File: src/dac_cmd_pkg.sv
package dac_cmd_pkg;

   ////////////////////////////////////////////////////////////////////////
   // Word layout
   localparam int WORD_W = 16;
   localparam int DATA_W = 10;
   localparam int CHAN_BIT = 15;
   localparam int CTRL_HI = 14;
   localparam int CTRL_LO = 13;
   localparam int DATA_HI = 12;
   localparam int DATA_LO = 3;
   localparam int EXT_HI = 12;
   localparam int EXT_LO = 10;
   localparam int MODE_BIT = 9;

   ////////////////////////////////////////////////////////////////////////
   // Control field codes
   localparam logic [1:0] CTRL_EXT_OR_RECALL = 2'h0;
   localparam logic [1:0] CTRL_LOAD_INPUT = 2'h1;
   localparam logic [1:0] CTRL_LOAD_UPDATE = 2'h2;
   localparam logic [1:0] CTRL_DIRECT_OR_OFF = 2'h3;

   // Extended codes, data bits 9 to 7
   localparam logic [2:0] EXT_NOP = 3'h0;
   localparam logic [2:0] EXT_RECALL_A = 3'h1;
   localparam logic [2:0] EXT_PIN_LOW = 3'h2;
   localparam logic [2:0] EXT_PIN_HIGH = 3'h3;
   localparam logic [2:0] EXT_MODE = 3'h4;
   localparam logic [2:0] EXT_RECALL_B = 3'h5;
   localparam logic [2:0] EXT_OFF_A = 3'h6;
   localparam logic [2:0] EXT_OFF_B = 3'h7;

   ////////////////////////////////////////////////////////////////////////
   // Reset values
   localparam logic [DATA_W-1:0] CODE_RESET = 10'h000;
   localparam logic [WORD_W-1:0] SHIFT_RESET = 16'h0000;
   localparam logic PIN_RESET = 1'b0;
   localparam logic MODE_RESET = 1'b0;
   localparam logic OFF_RESET = 1'b0;

   ////////////////////////////////////////////////////////////////////////
   // Pin synchroniser width: cs, clock, data, clear, lockout
   localparam int PIN_N = 5;
   localparam logic [PIN_N-1:0] PIN_IDLE = 5'h1b;

   typedef enum logic [1:0] {
      st_idle = 2'b00,
      st_frame = 2'b01,
      st_decode = 2'b11
   } frame_state_t;

endpackage

File: src/dual_dac_serial_command_decoder.sv
`timescale 1ns/1ps
// Behaviour
// Word is 16 bits MSB first: channel, two control, ten data, three trailing.
// Chip select high: serial clock and data ignored, interface idle.
// Chip select low: data bit shifted in on each serial clock rise.
// Chip select rise decodes the word into input and DAC registers.
// Host keeps chip select low for one 16-bit or two 8-bit transfers.
// Control 01 loads addressed input register only.
// Control 10 loads addressed input register, then updates both DAC registers.
// Channel 0 control 11 loads both DAC registers directly, wakes both.
// Channel 1 control 00 recalls both input registers, wakes both.
// Channel 1 control 11 shuts both channels while lockout input high.
// All zero header: data bits 9 to 6 form extended command; 000 does nothing.
// Ext 001/101 recall and start A/B; 110/111 shut A/B if allowed.
// Ext 010 drives user pin low, 011 high; low after power-up.
// Ext 1001 selects output on rising edge, 1000 falling edge, default.
// Host sends trailing bits as zeros.
// Serial output is final shift stage, lag 16 or 15.5 cycles.
// Shutdown keeps interface running and input registers intact.
// Host waits 20 us after wake before trusting outputs.
// Lockout low blocks shutdown; falling lockout wakes channels.
// Clear low zeroes all input and DAC registers.
// Serial clock no faster than 10 MHz.
// Power-up clears all input and DAC registers.
// Extra clocks: only the last 16 bits shifted in are decoded.
module dual_dac_serial_command_decoder
   import dac_cmd_pkg::*;
(
   // Clock and reset
   input wire logic i_clk,
   input wire logic i_nrst,
   // Serial link pins
   input wire logic i_chip_select_n,
   input wire logic i_serial_clock,
   input wire logic i_serial_data,
   output logic o_serial_data,
   // Control pins
   input wire logic i_clear_all_n,
   input wire logic i_shutdown_lockout_n,
   output logic o_user_output_pin,
   // Converter codes and power state
   output logic [DATA_W-1:0] o_dac_a,
   output logic [DATA_W-1:0] o_dac_b,
   output logic [DATA_W-1:0] o_input_a,
   output logic [DATA_W-1:0] o_input_b,
   output logic o_shutdown_a,
   output logic o_shutdown_b,
   output logic o_output_mode
);

   ////////////////////////////////////////////////////////////////////////
   // Pin synchronisers
   logic [PIN_N-1:0] pins;
   logic cs_n;
   logic sclk;
   logic sdin;
   logic clear_all_n;
   logic shutdown_lockout_n;

   pin_sync #(
      .WIDTH(PIN_N),
      .IDLE(PIN_IDLE)
   ) u_pin_sync (
      .i_clk(i_clk),
      .i_nrst(i_nrst),
      .i_pin({i_chip_select_n, i_serial_clock, i_serial_data,
              i_clear_all_n, i_shutdown_lockout_n}),
      .o_level(pins)
   );

   assign cs_n = pins[4];
   assign sclk = pins[3];
   assign sdin = pins[2];
   assign clear_all_n = pins[1];
   assign shutdown_lockout_n = pins[0];

   ////////////////////////////////////////////////////////////////////////
   // Edge finding on the filtered levels
   logic sclk_d;
   logic cs_n_d;
   logic lockout_d;

   always_ff @(posedge i_clk or negedge i_nrst) begin
      if (!i_nrst) begin
         // Idle level of the clock pin, so reset leaves no false rise
         sclk_d <= 1'b1;
         cs_n_d <= 1'b1;
         lockout_d <= 1'b1;
      end else begin
         sclk_d <= sclk;
         cs_n_d <= cs_n;
         lockout_d <= shutdown_lockout_n;
      end
   end

   wire sclk_rise = sclk & ~sclk_d;
   wire sclk_fall = ~sclk & sclk_d;
   wire cs_rise = cs_n & ~cs_n_d;
   wire lockout_fall = ~shutdown_lockout_n & lockout_d;

   ////////////////////////////////////////////////////////////////////////
   // Frame state
   frame_state_t state;
   frame_state_t next_state;

   always_comb begin
      next_state = state;
      case (state)
         st_idle: begin
            if (!cs_n) begin
               next_state = st_frame;
            end
         end
         st_frame: begin
            if (cs_rise) begin
               next_state = st_decode;
            end
         end
         st_decode: begin
            next_state = cs_n ? st_idle : st_frame;
         end
         default: begin
            next_state = st_idle;
         end
      endcase
   end

   always_ff @(posedge i_clk or negedge i_nrst) begin
      if (!i_nrst) begin
         state <= st_idle;
      end else begin
         state <= next_state;
      end
   end

   ////////////////////////////////////////////////////////////////////////
   // Shift register
   // Clocks seen while chip select is high never reach the shifter.
   logic [WORD_W-1:0] shift;
   wire framed = (state == st_frame) & ~cs_n;
   wire shift_en = framed & sclk_rise;
   // Older bits fall off the top, so only the last 16 survive
   wire [WORD_W-1:0] next_shift = {shift[WORD_W-2:0], sdin};

   always_ff @(posedge i_clk or negedge i_nrst) begin
      if (!i_nrst) begin
         shift <= SHIFT_RESET;
      end else if (shift_en) begin
         shift <= next_shift;
      end
   end

   ////////////////////////////////////////////////////////////////////////
   // Serial output
   // Mode 1 samples the top stage on the rising edge before it shifts,
   // half a clock behind mode 0 which takes it on the falling edge.
   wire dout_rise = framed & sclk_rise & o_output_mode;
   wire dout_fall = framed & sclk_fall & ~o_output_mode;

   always_ff @(posedge i_clk or negedge i_nrst) begin
      if (!i_nrst) begin
         o_serial_data <= 1'b0;
      end else if (dout_rise | dout_fall) begin
         o_serial_data <= shift[WORD_W-1];
      end
   end

   ////////////////////////////////////////////////////////////////////////
   // Word decode
   // Trailing bits are not checked; the host keeps them zero.
   wire decode = (state == st_decode);
   wire chan = shift[CHAN_BIT];
   wire [1:0] ctrl = {shift[CTRL_HI], shift[CTRL_LO]};
   wire [DATA_W-1:0] data = shift[DATA_HI:DATA_LO];
   wire [2:0] ext = shift[EXT_HI:EXT_LO];
   wire ext_mode = shift[MODE_BIT];

   wire is_load = decode & (ctrl == CTRL_LOAD_INPUT);
   wire is_load_upd = decode & (ctrl == CTRL_LOAD_UPDATE);
   wire is_direct = decode & ~chan & (ctrl == CTRL_DIRECT_OR_OFF);
   wire is_recall_all = decode & chan & (ctrl == CTRL_EXT_OR_RECALL);
   wire is_off_all = decode & chan & (ctrl == CTRL_DIRECT_OR_OFF);
   wire is_ext = decode & ~chan & (ctrl == CTRL_EXT_OR_RECALL);

   wire ext_recall_a = is_ext & (ext == EXT_RECALL_A);
   wire ext_recall_b = is_ext & (ext == EXT_RECALL_B);
   wire ext_off_a = is_ext & (ext == EXT_OFF_A);
   wire ext_off_b = is_ext & (ext == EXT_OFF_B);
   wire ext_pin_low = is_ext & (ext == EXT_PIN_LOW);
   wire ext_pin_high = is_ext & (ext == EXT_PIN_HIGH);
   wire ext_mode_sel = is_ext & (ext == EXT_MODE);

   // Input register writes
   wire load_any = is_load | is_load_upd;
   wire load_a = load_any & ~chan;
   wire load_b = load_any & chan;

   // Both inputs then both DAC registers, the new word included
   wire [DATA_W-1:0] next_input_a = load_a ? data : o_input_a;
   wire [DATA_W-1:0] next_input_b = load_b ? data : o_input_b;

   // DAC register writes
   wire upd_a = is_load_upd | is_recall_all | ext_recall_a;
   wire upd_b = is_load_upd | is_recall_all | ext_recall_b;

   wire [DATA_W-1:0] next_dac_a = is_direct ? data :
                                  upd_a ? next_input_a : o_dac_a;
   wire [DATA_W-1:0] next_dac_b = is_direct ? data :
                                  upd_b ? next_input_b : o_dac_b;

   ////////////////////////////////////////////////////////////////////////
   // Code registers
   // Clear is a level and wins over a word decoded at the same time.
   always_ff @(posedge i_clk or negedge i_nrst) begin
      if (!i_nrst) begin
         o_input_a <= CODE_RESET;
         o_input_b <= CODE_RESET;
      end else if (!clear_all_n) begin
         o_input_a <= CODE_RESET;
         o_input_b <= CODE_RESET;
      end else begin
         o_input_a <= next_input_a;
         o_input_b <= next_input_b;
      end
   end

   always_ff @(posedge i_clk or negedge i_nrst) begin
      if (!i_nrst) begin
         o_dac_a <= CODE_RESET;
         o_dac_b <= CODE_RESET;
      end else if (!clear_all_n) begin
         o_dac_a <= CODE_RESET;
         o_dac_b <= CODE_RESET;
      end else begin
         o_dac_a <= next_dac_a;
         o_dac_b <= next_dac_b;
      end
   end

   ////////////////////////////////////////////////////////////////////////
   // Shutdown flags
   // Lockout low holds both channels awake; its falling edge also wakes
   // them, and the DAC registers still hold the pre-shutdown codes.
   wire allow_off = shutdown_lockout_n;
   wire wake_a = is_direct | is_recall_all | ext_recall_a | lockout_fall;
   wire wake_b = is_direct | is_recall_all | ext_recall_b | lockout_fall;
   wire off_a = allow_off & (is_off_all | ext_off_a);
   wire off_b = allow_off & (is_off_all | ext_off_b);

   wire next_shutdown_a = wake_a ? 1'b0 : (off_a | o_shutdown_a);
   wire next_shutdown_b = wake_b ? 1'b0 : (off_b | o_shutdown_b);

   always_ff @(posedge i_clk or negedge i_nrst) begin
      if (!i_nrst) begin
         o_shutdown_a <= OFF_RESET;
         o_shutdown_b <= OFF_RESET;
      end else begin
         o_shutdown_a <= next_shutdown_a;
         o_shutdown_b <= next_shutdown_b;
      end
   end

   ////////////////////////////////////////////////////////////////////////
   // User pin and output mode
   wire next_pin = ext_pin_high ? 1'b1 :
                   ext_pin_low ? 1'b0 : o_user_output_pin;
   wire next_mode = ext_mode_sel ? ext_mode : o_output_mode;

   always_ff @(posedge i_clk or negedge i_nrst) begin
      if (!i_nrst) begin
         o_user_output_pin <= PIN_RESET;
         o_output_mode <= MODE_RESET;
      end else begin
         o_user_output_pin <= next_pin;
         o_output_mode <= next_mode;
      end
   end

endmodule

File: src/pin_sync.sv
`timescale 1ns/1ps
module pin_sync #(
   parameter int WIDTH = 1,
   parameter logic [WIDTH-1:0] IDLE = '0
) (
   // Clock and reset
   input wire logic i_clk,
   input wire logic i_nrst,
   // Raw pins and filtered levels
   input wire logic [WIDTH-1:0] i_pin,
   output logic [WIDTH-1:0] o_level
);

   logic [WIDTH-1:0] stage1;
   logic [WIDTH-1:0] stage2;
   logic [WIDTH-1:0] stage3;
   wire [WIDTH-1:0] agree = ~(stage2 ^ stage3);
   wire [WIDTH-1:0] next_level = (agree & stage3) | (~agree & o_level);

   // Stage one feeds only stage two
   always_ff @(posedge i_clk or negedge i_nrst) begin
      if (!i_nrst) begin
         stage1 <= IDLE;
         stage2 <= IDLE;
         stage3 <= IDLE;
         o_level <= IDLE;
      end else begin
         stage1 <= i_pin;
         stage2 <= stage1;
         stage3 <= stage2;
         o_level <= next_level;
      end
   end

endmodule

File: config.mk
export PLATFORM = sky130hd
export DESIGN_NAME = dual_dac_serial_command_decoder
export DESIGN_NICKNAME = d
export VERILOG_FILES = /design/src/dac_cmd_pkg.sv /design/src/dual_dac_serial_command_decoder.sv /design/src/pin_sync.sv
export SDC_FILE = /design/constraint.sdc
export NUM_CORES = 1
export LEC_CHECK = 0
export BUFFER_PORTS_ARGS = -buffer_cell sky130_fd_sc_hd__buf_2
export CELL_PAD_IN_SITES_DETAIL_PLACEMENT = 0
export CELL_PAD_IN_SITES_GLOBAL_PLACEMENT = 1
export CORE_MARGIN = 4
export CORE_UTILIZATION = 40
export CTS_CLUSTER_DIAMETER = 200
export DETAILED_ROUTE_END_ITERATION = 8
export PLACE_DENSITY_LB_ADDON = 0.1
export SETUP_SLACK_MARGIN = 0.4
export SYNTH_ARGS = -nofsm -noshare
export SYNTH_HDL_FRONTEND = slang
export SYNTH_SLANG_ARGS = --single-unit
export TNS_END_PERCENT = 30
File: constraint.sdc
create_clock -name i_clk -period 2 [get_ports i_clk]
set_input_delay 0.4 -clock i_clk [delete_from_list [all_inputs] [get_ports i_clk]]
set_output_delay 0.4 -clock i_clk [all_outputs]
set_load 0.02 [all_outputs]
* Word-level counts from Yosys, hierarchy flattened
Index checks and enable logic that the tools add are counted.
Operators by class: eq/ne operators 16, mux-type cells 18, bitwise logic cells 55, reductions and logical operators 4
Operator list (number):
- $mux 10 | 10
- $and 1x1->1 | 28
- $or 1x1->1 | 14
- $eq 3x3->1 const B | 4
- $and 5x5->5 | 2
- $not 5->5 | 2
- $not 1->1 | 7
- $eq 2x2->1 const B | 3
- $eq 3x2->1 const B | 2
- $ne 3x3->1 const B | 2
- $pmux 2 s3 | 1
- $mux 1 | 5
- $or 5x5->5 | 1
- $xor 5x5->5 | 1
- $eq 2x1->1 const B | 2
- $logic_not 2->1 | 2
- $mux 2 | 2
- $ne 2x2->1 const B | 2
- $eq 3x1->1 const B | 1
- $reduce_and 2->1 | 1
- $reduce_bool 2->1 | 1
Word-level totals: register bits 86, input bits 7, output and inout port bits 45, word-level logic and storage cells 111

* Longest topological paths before layout
Gate-level depths: netlist of the first run.
depth after elaboration 8, mapped depth 6

* By module
From an unflattened synthesis of the first run, not the netlist that was laid out.
Second synthesis, totals: cell total of the unflattened synthesis 295, area total of the unflattened synthesis 3824.9 um^2
By module, submodules not included:
- dual_dac_serial_command_decoder | times used 1, cells an instance 270, area an instance 3248.1 um^2, sequential area each 1655.3 um^2
- pin_sync | times used 1, cells an instance 25, area an instance 576.8 um^2, sequential area each 520.5 um^2

* Worst setup path after synthesis of the first run
Ideal clock, no wire load.
path type register to register, start point register shift[14], end point register o_dac_a[0], setup time 0.125 ns, arrival 1.434 ns, data required time 1.875 ns, setup slack 0.441 ns, cell stages (with the launch flop) 6, path buffers 1, clock period less this slack 1.559 ns, path through dfrtp_1 -> buf_2 -> nor2_1 -> o31ai_4 -> a21oi_4 -> mux2_2
On the way: word-level cells in the longest chain between the ends 8
RTL lines:
- start: declaration | RTL line dual_dac_serial_command_decoder.sv:139 | logic [WORD_W-1:0] shift;
- start signal: assignment | RTL line dual_dac_serial_command_decoder.sv:149 | shift <= next_shift;
- $eq 2x1->1 or $eq 2x2->1 (tied branches) | RTL line dual_dac_serial_command_decoder.sv:178, dual_dac_serial_command_decoder.sv:179
- $and 1x1->1 (on tied branches) | RTL line dual_dac_serial_command_decoder.sv:178, dual_dac_serial_command_decoder.sv:179
- $or 1x1->1 | RTL line dual_dac_serial_command_decoder.sv:194 | wire load_any = is_load | is_load_upd;
- $and 1x1->1 | RTL line dual_dac_serial_command_decoder.sv:195 | wire load_a = load_any & ~chan;
- $mux 10 | RTL line dual_dac_serial_command_decoder.sv:199 | wire [DATA_W-1:0] next_input_a = load_a ? data : o_input_a;
- $mux 10 | RTL line dual_dac_serial_command_decoder.sv:207 | upd_a ? next_input_a : o_dac_a;
- $mux 10 | RTL line dual_dac_serial_command_decoder.sv:206 | wire [DATA_W-1:0] next_dac_a = is_direct ? data :
- $mux 10 | RTL line dual_dac_serial_command_decoder.sv:231 | end else if (!clear_all_n) begin
- end signal: assignment | RTL line dual_dac_serial_command_decoder.sv:235 | o_dac_a <= next_dac_a;
- end: declaration | RTL line dual_dac_serial_command_decoder.sv:42 | output logic [DATA_W-1:0] o_dac_a,
Several ways; a longest one is shown, not always the timed one. The select of a mux whose other input is x is not followed. A chain may end at the register's enable or synchronous reset.

* Worst setup path after layout of the first run
start point register shift[15], end point register o_dac_a[8]
On the way: word-level cells in the longest chain between the ends 6
RTL lines (RTL line):
- $not 1->1 | dual_dac_serial_command_decoder.sv:180, dual_dac_serial_command_decoder.sv:183, dual_dac_serial_command_decoder.sv:195
- $and 1x1->1 (on tied branches) | dual_dac_serial_command_decoder.sv:180, dual_dac_serial_command_decoder.sv:183, dual_dac_serial_command_decoder.sv:195
- $and 1x1->1 or $mux 10 (tied branches) | dual_dac_serial_command_decoder.sv:183, dual_dac_serial_command_decoder.sv:199
- $and 1x1->1 or $mux 10 (tied branches) | dual_dac_serial_command_decoder.sv:185, dual_dac_serial_command_decoder.sv:207
- $or 1x1->1 or $mux 10 (tied branches) | dual_dac_serial_command_decoder.sv:203, dual_dac_serial_command_decoder.sv:206
- $ne 3x3->1 (no line) or $mux 10 (tied branches)
Several ways; a longest one is shown, not always the timed one. The select of a mux whose other input is x is not followed.

==> impl_metrics.env, run 1 <==
export IMPL_fp_row_count=35
export IMPL_clkPwrFrac_pct=34.8
export IMPL_intPower_w=0.00265
export IMPL_synth_mux_area_share_pct=13.8
export IMPL_pwr_share_comb_pct=9.4
export IMPL_rsz0062_at_grt="yes"
export IMPL_io_pins=52
export IMPL_status="finished, final reports clean"
export IMPL_finalMaxSlewViolations=0
export IMPL_vias=2466
export IMPL_slew_headroom_pct=67.9
export IMPL_gp_congestion=0.745
export IMPL_pwr_share_seq_pct=55.8
export IMPL_syn_inst=290
export IMPL_switchingPower_w=0.000938
export IMPL_postSynthNetCount=297
export IMPL_clk_path_buf_depth=2
export IMPL_synth_edf_count=0
export IMPL_synth_seq_cells=86
export IMPL_drt_pass1_iterations=4
export IMPL_fillers=841
export IMPL_clock_latency_ns=0.36
export IMPL_power_density_nw_per_um2=775
export IMPL_fp_dieW_microns=105
export IMPL_final_cell_mix="dfrtp_1 (62), buf_2 (50), mux2_2 (29), o21ai_0 (22), a21boi_0 (20)"
export IMPL_final_common_cell="dfrtp_1"
export IMPL_startpoint_type="register"
export IMPL_maxCapViolCount=0
export IMPL_timing_final_crit_share_pct=82.5
export IMPL_syn_area_sq_um=3740
export IMPL_grt_pass1_vias=2521
export IMPL_met3_usage_pct=4.01
export IMPL_tightest_slew_ns=0.481
export IMPL_cts_buffers=9
export IMPL_wl_per_cell_microns=16.9
export IMPL_root_buffer="clkbuf_8"
export IMPL_core_sq_um=9150
export IMPL_worstPathMaxFanout=10
export IMPL_clk_pin_slew_ns=0.10
export IMPL_worstSetupEndpointType="register"
export IMPL_clock_sinks=86
export IMPL_fin_skew_ns=0.0162
export IMPL_hold_slack_ns=0.0416
export IMPL_antenna_found_initial=0
export IMPL_tritoncts="done"
export IMPL_synthAdderAreaFrac_pct=1.34
export IMPL_p_leak_nw=2.03
export IMPL_switching_share_pct=26.1
export IMPL_hpwl_mm=5.14
export IMPL_grt_overflow_total=0
export IMPL_dp_cells=446
export IMPL_ys_seq_area_share_pct=58.2
export IMPL_route_detailed_drc=0
export IMPL_drt_iter0_markers=56
export IMPL_slowest_delay_ns=0.49
export IMPL_setup_viol=0
export IMPL_grt_usage_pct=15.4
export IMPL_avgViaCountPerCell=5.17
export IMPL_ir_drop_uv=472
export IMPL_synth_cell_types=47
export IMPL_synth_xor_area_share_pct=0.468
export IMPL_yosys_most_used_dff="dfrtp_1"
export IMPL_busiest_layer="met2"
export IMPL_num_nets_final=368
export IMPL_area_delta_synth_final_pct=23.8
export IMPL_required_ns=2.24
export IMPL_ant_nets=0
export IMPL_fin_util_pct=50.6
export IMPL_period_minus_slack_ns=1.65
export IMPL_finalWirelength_mm=8.08
export IMPL_grt_use_met1_pct=20.2
export IMPL_ys_warn_count=0
export IMPL_synth_top_family_by_area="multiplexers"
export IMPL_fp_dieArea_sq_um=11000
export IMPL_synth_area_per_cell_sq_um=12.9
export IMPL_hold_class="in2async"
export IMPL_fp_dieH_microns=105
export IMPL_cp_cell_sequence="nand3b_4 > nor4_4 > a21oi_4 > buf_12 > mux2_2"
export IMPL_hold_violations=0
export IMPL_grt_use_met2_pct=25.1
export IMPL_synth_compound_area_share_pct=13.1
export IMPL_grt_pass1_wl_mm=13.3
export IMPL_cp_arrival_ns=1.89
export IMPL_port_buffers=51
export IMPL_crit_type="reg2reg"
export IMPL_holdBufCountCts=0
export IMPL_start_util_pct=40.9
export IMPL_drive_gt1_share_pct=47.0
export IMPL_grt_max_degree=87
export IMPL_synth_simple_area_share_pct=10.7
export IMPL_async_flop_share_pct=100
export IMPL_fmaxAchievable_mhz=606
export IMPL_final_cells=477
export IMPL_htreeDepth=3
export IMPL_cp_slowest_cell="dfrtp_2"
export IMPL_diodes=0
export IMPL_finalSetupTns_ns=0
-- cell type report --
class	instances	area [sq um]	area share, %
Inverter	1	3.75	0.0811
Multi-Input combinational cell	185	1590	34.3
Clock inverter	6	67.6	1.46
Tap cell	111	139	3.00
Sequential cell	86	2180	47.1
Clock buffer	10	138	2.97
Timing Repair Buffer	78	512	11.1
-- final timing paths --
kind,slack (ns),end,cells past startpoint,start
setup / recovery,0.35,o_dac_a[8]$_DFFE_PN0P_,5,shift[15]$_DFFE_PN0P_
hold / removal,0.04,o_dac_b[4]$_DFFE_PN0P_,2,i_nrst
setup reg to reg,0.35,o_dac_a[8]$_DFFE_PN0P_,5,shift[15]$_DFFE_PN0P_
hold reg to reg,0.36,u_pin_sync.stage2[1]$_DFF_PN1_,0,u_pin_sync.stage1[1]$_DFF_PN1_
max in group asynchronous,1.54,cs_n_d$_DFF_PN1_,2,i_nrst
min in group i_clk,0.14,u_pin_sync.stage1[3]$_DFF_PN1_,1,i_serial_clock
-- power by group through the flow --
| stage | clock, W | sequential [W] | combinational [W] |
|---|---|---|---|
| detailed placement | 0 | 0.00204 | 0.000314 |
| floorplan | 0 | 0.00198 | 0.000219 |
| finish | 0.00125 | 0.00200 | 0.000336 |
| global route | 0.00138 | 0.00202 | 0.000369 |
| global placement | 0 | 0.00204 | 0.000309 |
| CTS | 0.00130 | 0.00201 | 0.000324 |
-- routing by layer --
metal,vias to the layer above,share of wire (%)
li1,1190,-
met5,-,0
met2,34,49
met1,1235,47
met4,0,1.0
met3,7,3.3
-- state kept, by name, indices dropped and copies added (netlist names), named ones only --
| name | cells |
|---|---|
| u_pin_sync.stage2 | 5 |
| sclk_d | 1 |
| shift | 16 |
| state | 2 |
| o_shutdown_a | 1 |
| o_input_a | 10 |
| o_dac_a | 10 |
| cs_n_d | 1 |
| u_pin_sync.stage3 | 5 |
| lockout_d | 1 |
| o_serial_data | 1 |
| o_shutdown_b | 1 |
| o_dac_b | 10 |
| o_output_mode | 1 |
| u_pin_sync.stage1 | 5 |
| o_input_b | 10 |
| o_user_output_pin | 1 |
-- per-stage QoR --
step           setup WS (ns)  power, W  instance area (sq um)
3_5_place_dp           0.212   0.00235                   4160
3_3_place_gp           0.243   0.00234                   4160
2_1_floorplan          0.441   0.00220                   3740
4_1_cts                0.341   0.00363                   4450
6_report               0.349   0.00359                   4630
5_1_grt                0.290   0.00377                   4630
-- worst max-delay path: cells and delay by family, from the launching register on --
family,cells,cell delay [ns]
mux,1,0.27
compound gates,1,0.10
buf+inv,1,0.16
flops,1,0.49
simple gates,2,0.52
-- cell families (layout without fill, tap and decap cells) --
family	after synthesis	in the layout
buffers and inverters	19	95
adders and majority gates	5	5
and+or+nand+nor	62	62
DFF	86	86
xor gates and xnor gates	2	2
AOI/OAI and AO/OA	68	68
muxes	48	48
-- Yosys cell counts, types with 2 or more instances --
library cell	n	area, sq um
nor2_2	2	12.5
clkbuf_1	10	37.5
nand3_1	11	55.1
a211oi_1	2	15.0
buf_4	4	30.0
a21oi_1	6	30.0
o21ai_0	22	110
nor4_4	2	42.5
dfstp_2	19	499
o2bb2ai_1	9	78.8
maj3_1	5	50.1
mux2_2	29	327
nand2_1	14	52.6
xnor2_1	2	17.5
mux2i_1	19	190
nor4_1	2	12.5
nor2b_1	10	62.6
nor2_1	6	22.5
dfrtp_1	67	1680
buf_2	3	15.0
a21boi_0	20	150
-- repair_timing --
action,in CTS,in global routing
setup endpoints to repair,39,42
resized for setup,8,26
endpoints found under the hold margin,0,0
buffers inserted,8,5
gates cloned,0,2
pin swaps,4,11
Power figures use the tool's default switching activity.
==> run 2: changes to the inputs <==
Clock period 2 ns to 1.35 ns, I/O delays scaled along.
==> run 2 against run 1 <==
The flow now finishes with violations (negative setup slack). Worst setup slack worse by 0.61 ns. Core utilization is 6.4 points higher. Sequential share of layout area is 5.3 points lower. Wire length is 2.8% higher. Critical endpoint is now o_dac_b[2]$_DFFE_PN0P_.
==> impl_metrics.env, run 2 (synthesis results as in run 1) <==
export IMPL_p_leak_nw=2.24
export IMPL_rsz0062_at_grt="yes"
export IMPL_r2r_start="shift[13]$_DFFE_PN0P_"
export IMPL_avgViaCountPerCell=5.13
export IMPL_place_ws_ns=-0.264
export IMPL_switching_share_pct=25.0
export IMPL_slew_headroom_pct=80.1
export IMPL_worstSetupEndpointType="register"
export IMPL_switchingPower_w=0.00145
export IMPL_clk_path_buf_depth=2
export IMPL_diodes=0
export IMPL_period_minus_slack_ns=1.61
export IMPL_fin_util_pct=57.0
export IMPL_num_nets_final=402
export IMPL_worstSetupPathDepth=6
export IMPL_fillers=791
export IMPL_met3_usage_pct=3.03
export IMPL_dp_cells=485
export IMPL_maxCapViolCount=0
export IMPL_grt_max_degree=32
export IMPL_cp_arrival_ns=1.84
export IMPL_grt_use_met2_pct=26.9
export IMPL_antenna_found_initial=0
export IMPL_port_buffers=51
export IMPL_startpoint_type="register"
export IMPL_setup_viol=43
export IMPL_cp_slowest_cell="dfrtp_2"
export IMPL_cp_cell_sequence="buf_6 > xnor2_4 > a211oi_2 > buf_4 > mux2i_1 > o2bb2ai_1"
export IMPL_status="complete, but fails checks"
export IMPL_fin_skew_ns=0.0120
export IMPL_rrSetupSlack_ns=-0.26
export IMPL_tightest_slew_ns=0.298
export IMPL_start_util_pct=40.9
export IMPL_required_ns=1.58
export IMPL_path_buf_inv=2
export IMPL_clkPwrFrac_pct=37.7
export IMPL_drt_iter0_markers=74
export IMPL_vias=2621
export IMPL_wl_per_cell_microns=16.3
export IMPL_clock_sinks=86
export IMPL_fin_ws_ns=-0.261
export IMPL_hold_violations=0
export IMPL_pwr_share_seq_pct=50.8
export IMPL_area_delta_synth_final_pct=39.5
export IMPL_route_detailed_drc=0
export IMPL_htreeDepth=3
export IMPL_power_density_nw_per_um2=1120
export IMPL_final_common_cell="dfrtp_1"
export IMPL_grt_usage_pct=16.5
export IMPL_finalMaxSlewViolations=0
export IMPL_drt_pass1_iterations=4
export IMPL_ant_nets=0
export IMPL_largest_register_ff_count=16
export IMPL_reg2reg_to="o_dac_b[2]$_DFFE_PN0P_"
export IMPL_core_sq_um=9150
export IMPL_gp_congestion=0.744
export IMPL_clock_latency_ns=0.35
export IMPL_grt_pass1_wl_mm=14.5
export IMPL_crit_path_end="o_dac_b[2]$_DFFE_PN0P_"
export IMPL_finalWirelength_mm=8.31
export IMPL_clk_pin_slew_ns=0.09
export IMPL_tritoncts="done"
export IMPL_busiest_layer="met2"
export IMPL_violations="negative setup slack"
export IMPL_crit_type="reg2reg"
export IMPL_cts_buffers=9
export IMPL_place_area_sq_um=4490
export IMPL_fp_row_count=35
export IMPL_grt_overflow_total=0
export IMPL_io_pins=52
export IMPL_grt_pass1_vias=2820
export IMPL_hold_class="in2async"
export IMPL_crit_family="flip-flops"
export IMPL_hpwl_mm=5.89
export IMPL_fp_dieH_microns=105
export IMPL_reg2regPathDepth=6
export IMPL_ir_drop_uv=690
export IMPL_timing_final_crit_share_pct=119
export IMPL_fp_dieW_microns=105
export IMPL_final_cells=511
export IMPL_final_cell_mix="dfrtp_1 (62), buf_6 (48), buf_4 (43), mux2_2 (29), o21ai_0 (22)"
export IMPL_fmaxAchievable_mhz=621
export IMPL_largest_register="shift"
export IMPL_fin_area_sq_um=5220
export IMPL_pwr_share_comb_pct=11.5
export IMPL_grt_use_met1_pct=22.4
export IMPL_startpoint="shift[13]$_DFFE_PN0P_"
export IMPL_drive_gt1_share_pct=51.0
export IMPL_worstPathMaxFanout=5
export IMPL_root_buffer="clkbuf_8"
export IMPL_fp_dieArea_sq_um=11000
export IMPL_slowest_delay_ns=0.46
export IMPL_intPower_w=0.00437
run 2: cell types whose count changed in the layout (fill, tap and decap cells not counted), moves of 2 or more:
cell and delta:
buf_4 +26, dlygate4sd3_1 +6, nor2_1 -3, bufinv_16 +2
buf_6 +40, o2bb2ai_1 +2, nor2_4 +3, buf_2 -39
a21boi_0 -5, o2bb2ai_2 -2, a21boi_1 +5
run 2: repair_timing:
| item | CTS | global route |
|---|---|---|
| hold endpoints to repair | 41 | 2 |
| cloned | 1 | 0 |
| resized for setup | 90 | 26 |
| endpoints found under the setup margin | 109 | 109 |
| setup buffers | 2 | 1 |
| hold buffers | 4 | 2 |
| pin swaps | 3 | 11 |
run 2: power by group through the flow:
stage	logic (W)	clock network [W]	registers, W
floorplan	0.000329	0	0.00294
global placement	0.000599	0	0.00300
detailed placement	0.000612	0	0.00301
CTS	0.000649	0.00226	0.00296
global route	0.000731	0.00238	0.00299
finish	0.000667	0.00220	0.00296
run 2: worst min-delay path by stage:
stage                          from                              to  slack, ns
floorplan                    i_nrst      asynchronous set/reset pin      -0.03
global placement             i_nrst          o_dac_a[6]$_DFFE_PN0P_       0.12
detailed placement           i_nrst          o_dac_a[8]$_DFFE_PN0P_       0.12
CTS                 i_chip_select_n  u_pin_sync.stage1[4]$_DFF_PN1_     0.0007
global route                 i_nrst          o_dac_a[8]$_DFFE_PN0P_       0.29
finish                       i_nrst          o_dac_a[8]$_DFFE_PN0P_       0.28
run 2: cell type report:
cell class                      count  area [sq um]  share of cell area [%]
Sequential cell                    86          2180                    41.8
Multi-Input combinational cell    185          1600                    30.6
Timing Repair Buffer              112          1050                    20.2
Tap cell                          111           139                    2.66
Clock buffer                        9           124                    2.37
Clock inverter                      7           120                    2.30
Inverter                            1          3.75                  0.0719
run 2: per-stage QoR:
step,hold slack [ns],TNS [ns],total power (W)
after CTS,0.000745,-9.78,0.00587
after global placement,0.123,-9.17,0.00360
final,0.284,-7.70,0.00583
after floorplan,-0.0256,-3.97,0.00327
after global routing,0.286,-11.41,0.00610
after detailed placement,0.120,-10.00,0.00362
run 2: routing by layer:
layer	wire, microns	part of all wire (%)
met5	0	0
met4	80	0.96
met3	236	2.8
met2	4220	51
met1	3770	45
==> run 3: changes to the inputs <==
Settings changed: PLACE_DENSITY set to 0.71, PLACE_DENSITY_LB_ADDON 0.1 to not set.
==> run 3 against run 2 <==
Critical path depth fell by 1. Via count rose by 3.4%. The flow still finishes with violations (negative setup slack). Critical path type unchanged. Worst setup slack got worse by 0.025 ns. Die area did not move. Global-route usage rose by 0.42 points. Highest routed layer unchanged. Maximum frequency fell by 1.5%.
==> impl_metrics.env, run 3 (synthesis results as in run 1) <==
export IMPL_slowest_delay_ns=0.48
export IMPL_clk_pin_slew_ns=0.10
export IMPL_largest_register_ff_count=16
export IMPL_avgViaCountPerCell=5.28
export IMPL_violations="negative setup slack"
export IMPL_p_leak_nw=2.29
export IMPL_grt_pass1_vias=2858
export IMPL_crit_type="reg2reg"
export IMPL_setup_viol=61
export IMPL_clock_sinks=86
export IMPL_fillers=736
export IMPL_hpwl_mm=5.87
export IMPL_power_density_nw_per_um2=1040
export IMPL_fin_ws_ns=-0.285
export IMPL_ant_nets=0
export IMPL_reg2reg_to="o_dac_a[0]$_DFFE_PN0P_"
export IMPL_htreeDepth=3
export IMPL_startpoint_type="register"
export IMPL_fp_dieArea_sq_um=11000
export IMPL_grt_max_degree=34
export IMPL_fmaxAchievable_mhz=612
export IMPL_register_area_sq_um=2180
export IMPL_place_ws_ns=-0.302
export IMPL_maxCapViolCount=0
export IMPL_antenna_found_initial=0
export IMPL_startpoint="shift[14]$_DFFE_PN0P_"
export IMPL_core_sq_um=9150
export IMPL_crit_path_end="o_dac_a[0]$_DFFE_PN0P_"
export IMPL_fp_dieW_microns=105
export IMPL_wl_per_cell_microns=17.4
export IMPL_port_buffers=51
export IMPL_fin_util_pct=58.6
export IMPL_cp_slowest_cell="dfrtp_2"
export IMPL_grt_usage_pct=17.0
export IMPL_timing_final_crit_share_pct=121
export IMPL_final_cell_mix="dfrtp_1 (62), buf_6 (57), buf_4 (35), mux2_2 (29)"
export IMPL_diodes=0
export IMPL_tightest_slew_ns=0.292
export IMPL_r2r_start="shift[14]$_DFFE_PN0P_"
export IMPL_period_minus_slack_ns=1.64
export IMPL_crit_family="simple AND/OR/NAND/NOR gates"
export IMPL_grt_overflow_total=0
export IMPL_fp_dieH_microns=105
export IMPL_clock_latency_ns=0.36
export IMPL_worstSetupPathDepth=5
export IMPL_required_ns=1.60
export IMPL_final_common_cell="dfrtp_1"
export IMPL_drive_gt1_share_pct=54.0
export IMPL_fp_row_count=35
export IMPL_cp_cell_sequence="or2_4 > nor4_4 > a21oi_4 > buf_12 > mux2_2"
export IMPL_gp_congestion=0.783
export IMPL_rrSetupSlack_ns=-0.29
export IMPL_ir_drop_uv=885
export IMPL_status="complete, but fails checks"
export IMPL_path_buf_inv=1
export IMPL_finalMaxSlewViolations=0
export IMPL_hold_class="in2async"
export IMPL_root_buffer="clkbuf_8"
export IMPL_drt_iter0_markers=88
export IMPL_fin_skew_ns=0.0127
export IMPL_drt_pass1_iterations=4
export IMPL_io_pins=52
export IMPL_finalWirelength_mm=8.90
export IMPL_reg2regPathDepth=5
export IMPL_worstPathMaxFanout=10
export IMPL_start_util_pct=40.9
export IMPL_area_delta_synth_final_pct=43.5
export IMPL_num_nets_final=404
export IMPL_hold_violations=0
export IMPL_worstSetupEndpointType="register"
export IMPL_rsz0062_at_grt="yes"
export IMPL_clk_path_buf_depth=2
export IMPL_cts_buffers=9
export IMPL_grt_pass1_wl_mm=14.8
export IMPL_multiInputGateArea_sq_um=1630
export IMPL_vias=2711
export IMPL_cp_arrival_ns=1.88
export IMPL_route_detailed_drc=0
export IMPL_tritoncts="done"
export IMPL_slew_headroom_pct=80.5
export IMPL_largest_register="shift"
run 3: per-stage QoR:
stage	std cells	total power, W	TNS [ns]	hold slack [ns]	area [sq um]
final	513	0.00560	-9.52	0.332	5370
after global routing	513	0.00584	-13.16	0.355	5370
after CTS	507	0.00558	-8.62	0.361	5200
after detailed placement	474	0.00357	-11.96	0.223	4440
after global placement	474	0.00355	-10.29	0.213	4440
after floorplan	290	0.00327	-3.97	-0.0256	3780
run 3: worst register-to-register path, stage by stage (launching register included):
cell	delay (ns)
dfrtp_2	0.48
or2_4	0.31
nor4_4	0.21
a21oi_4	0.10
buf_12	0.15
mux2_2	0.28
run 3: area by class of cell:
type | instances | share of cell area, %
repair buffers | 114 | 22.5
inverters | 1 | 0.0699
flip-flops and latches | 86 | 40.7
clock inverters | 6 | 1.28
well taps | 111 | 2.59
clock buffers | 10 | 2.56
multi-input cells | 185 | 30.3
run 3: worst min path at each step:
| stage | endpoint | depth (start not counted) |
|---|---|---|
| 6_report | o_dac_a[8]$_DFFE_PN0P_ | 2 |
| 5_1_grt | o_dac_a[8]$_DFFE_PN0P_ | 2 |
| 4_1_cts | u_pin_sync.stage2[1]$_DFF_PN1_ | 0 |
| 3_5_place_dp | o_dac_a[8]$_DFFE_PN0P_ | 1 |
| 3_3_place_gp | o_dac_a[8]$_DFFE_PN0P_ | 1 |
| 2_1_floorplan | asynchronous set/reset pin | 0 |
run 3: timing repair:
item	in CTS	in global routing
gates cloned	2	1
gates resized for setup	132	29
setup endpoints to repair	109	120
buffers inserted	9	5
pin swaps	8	10
hold buffers	6	0
hold endpoints to repair	21	0
run 3: per-layer routing:
layer	up-vias	global-route usage, %	wire length (microns)
met5	-	0	0
met4	0	6.65	140
met3	13	2.78	195
met2	35	29.8	4740
met1	1391	20.8	3820
li1	1272	-	-
run 3: report_power, final:
part	internal, W	switching (W)
registers	0.00277	0.000199
logic	0.000408	0.000330
clock network	0.000920	0.000978
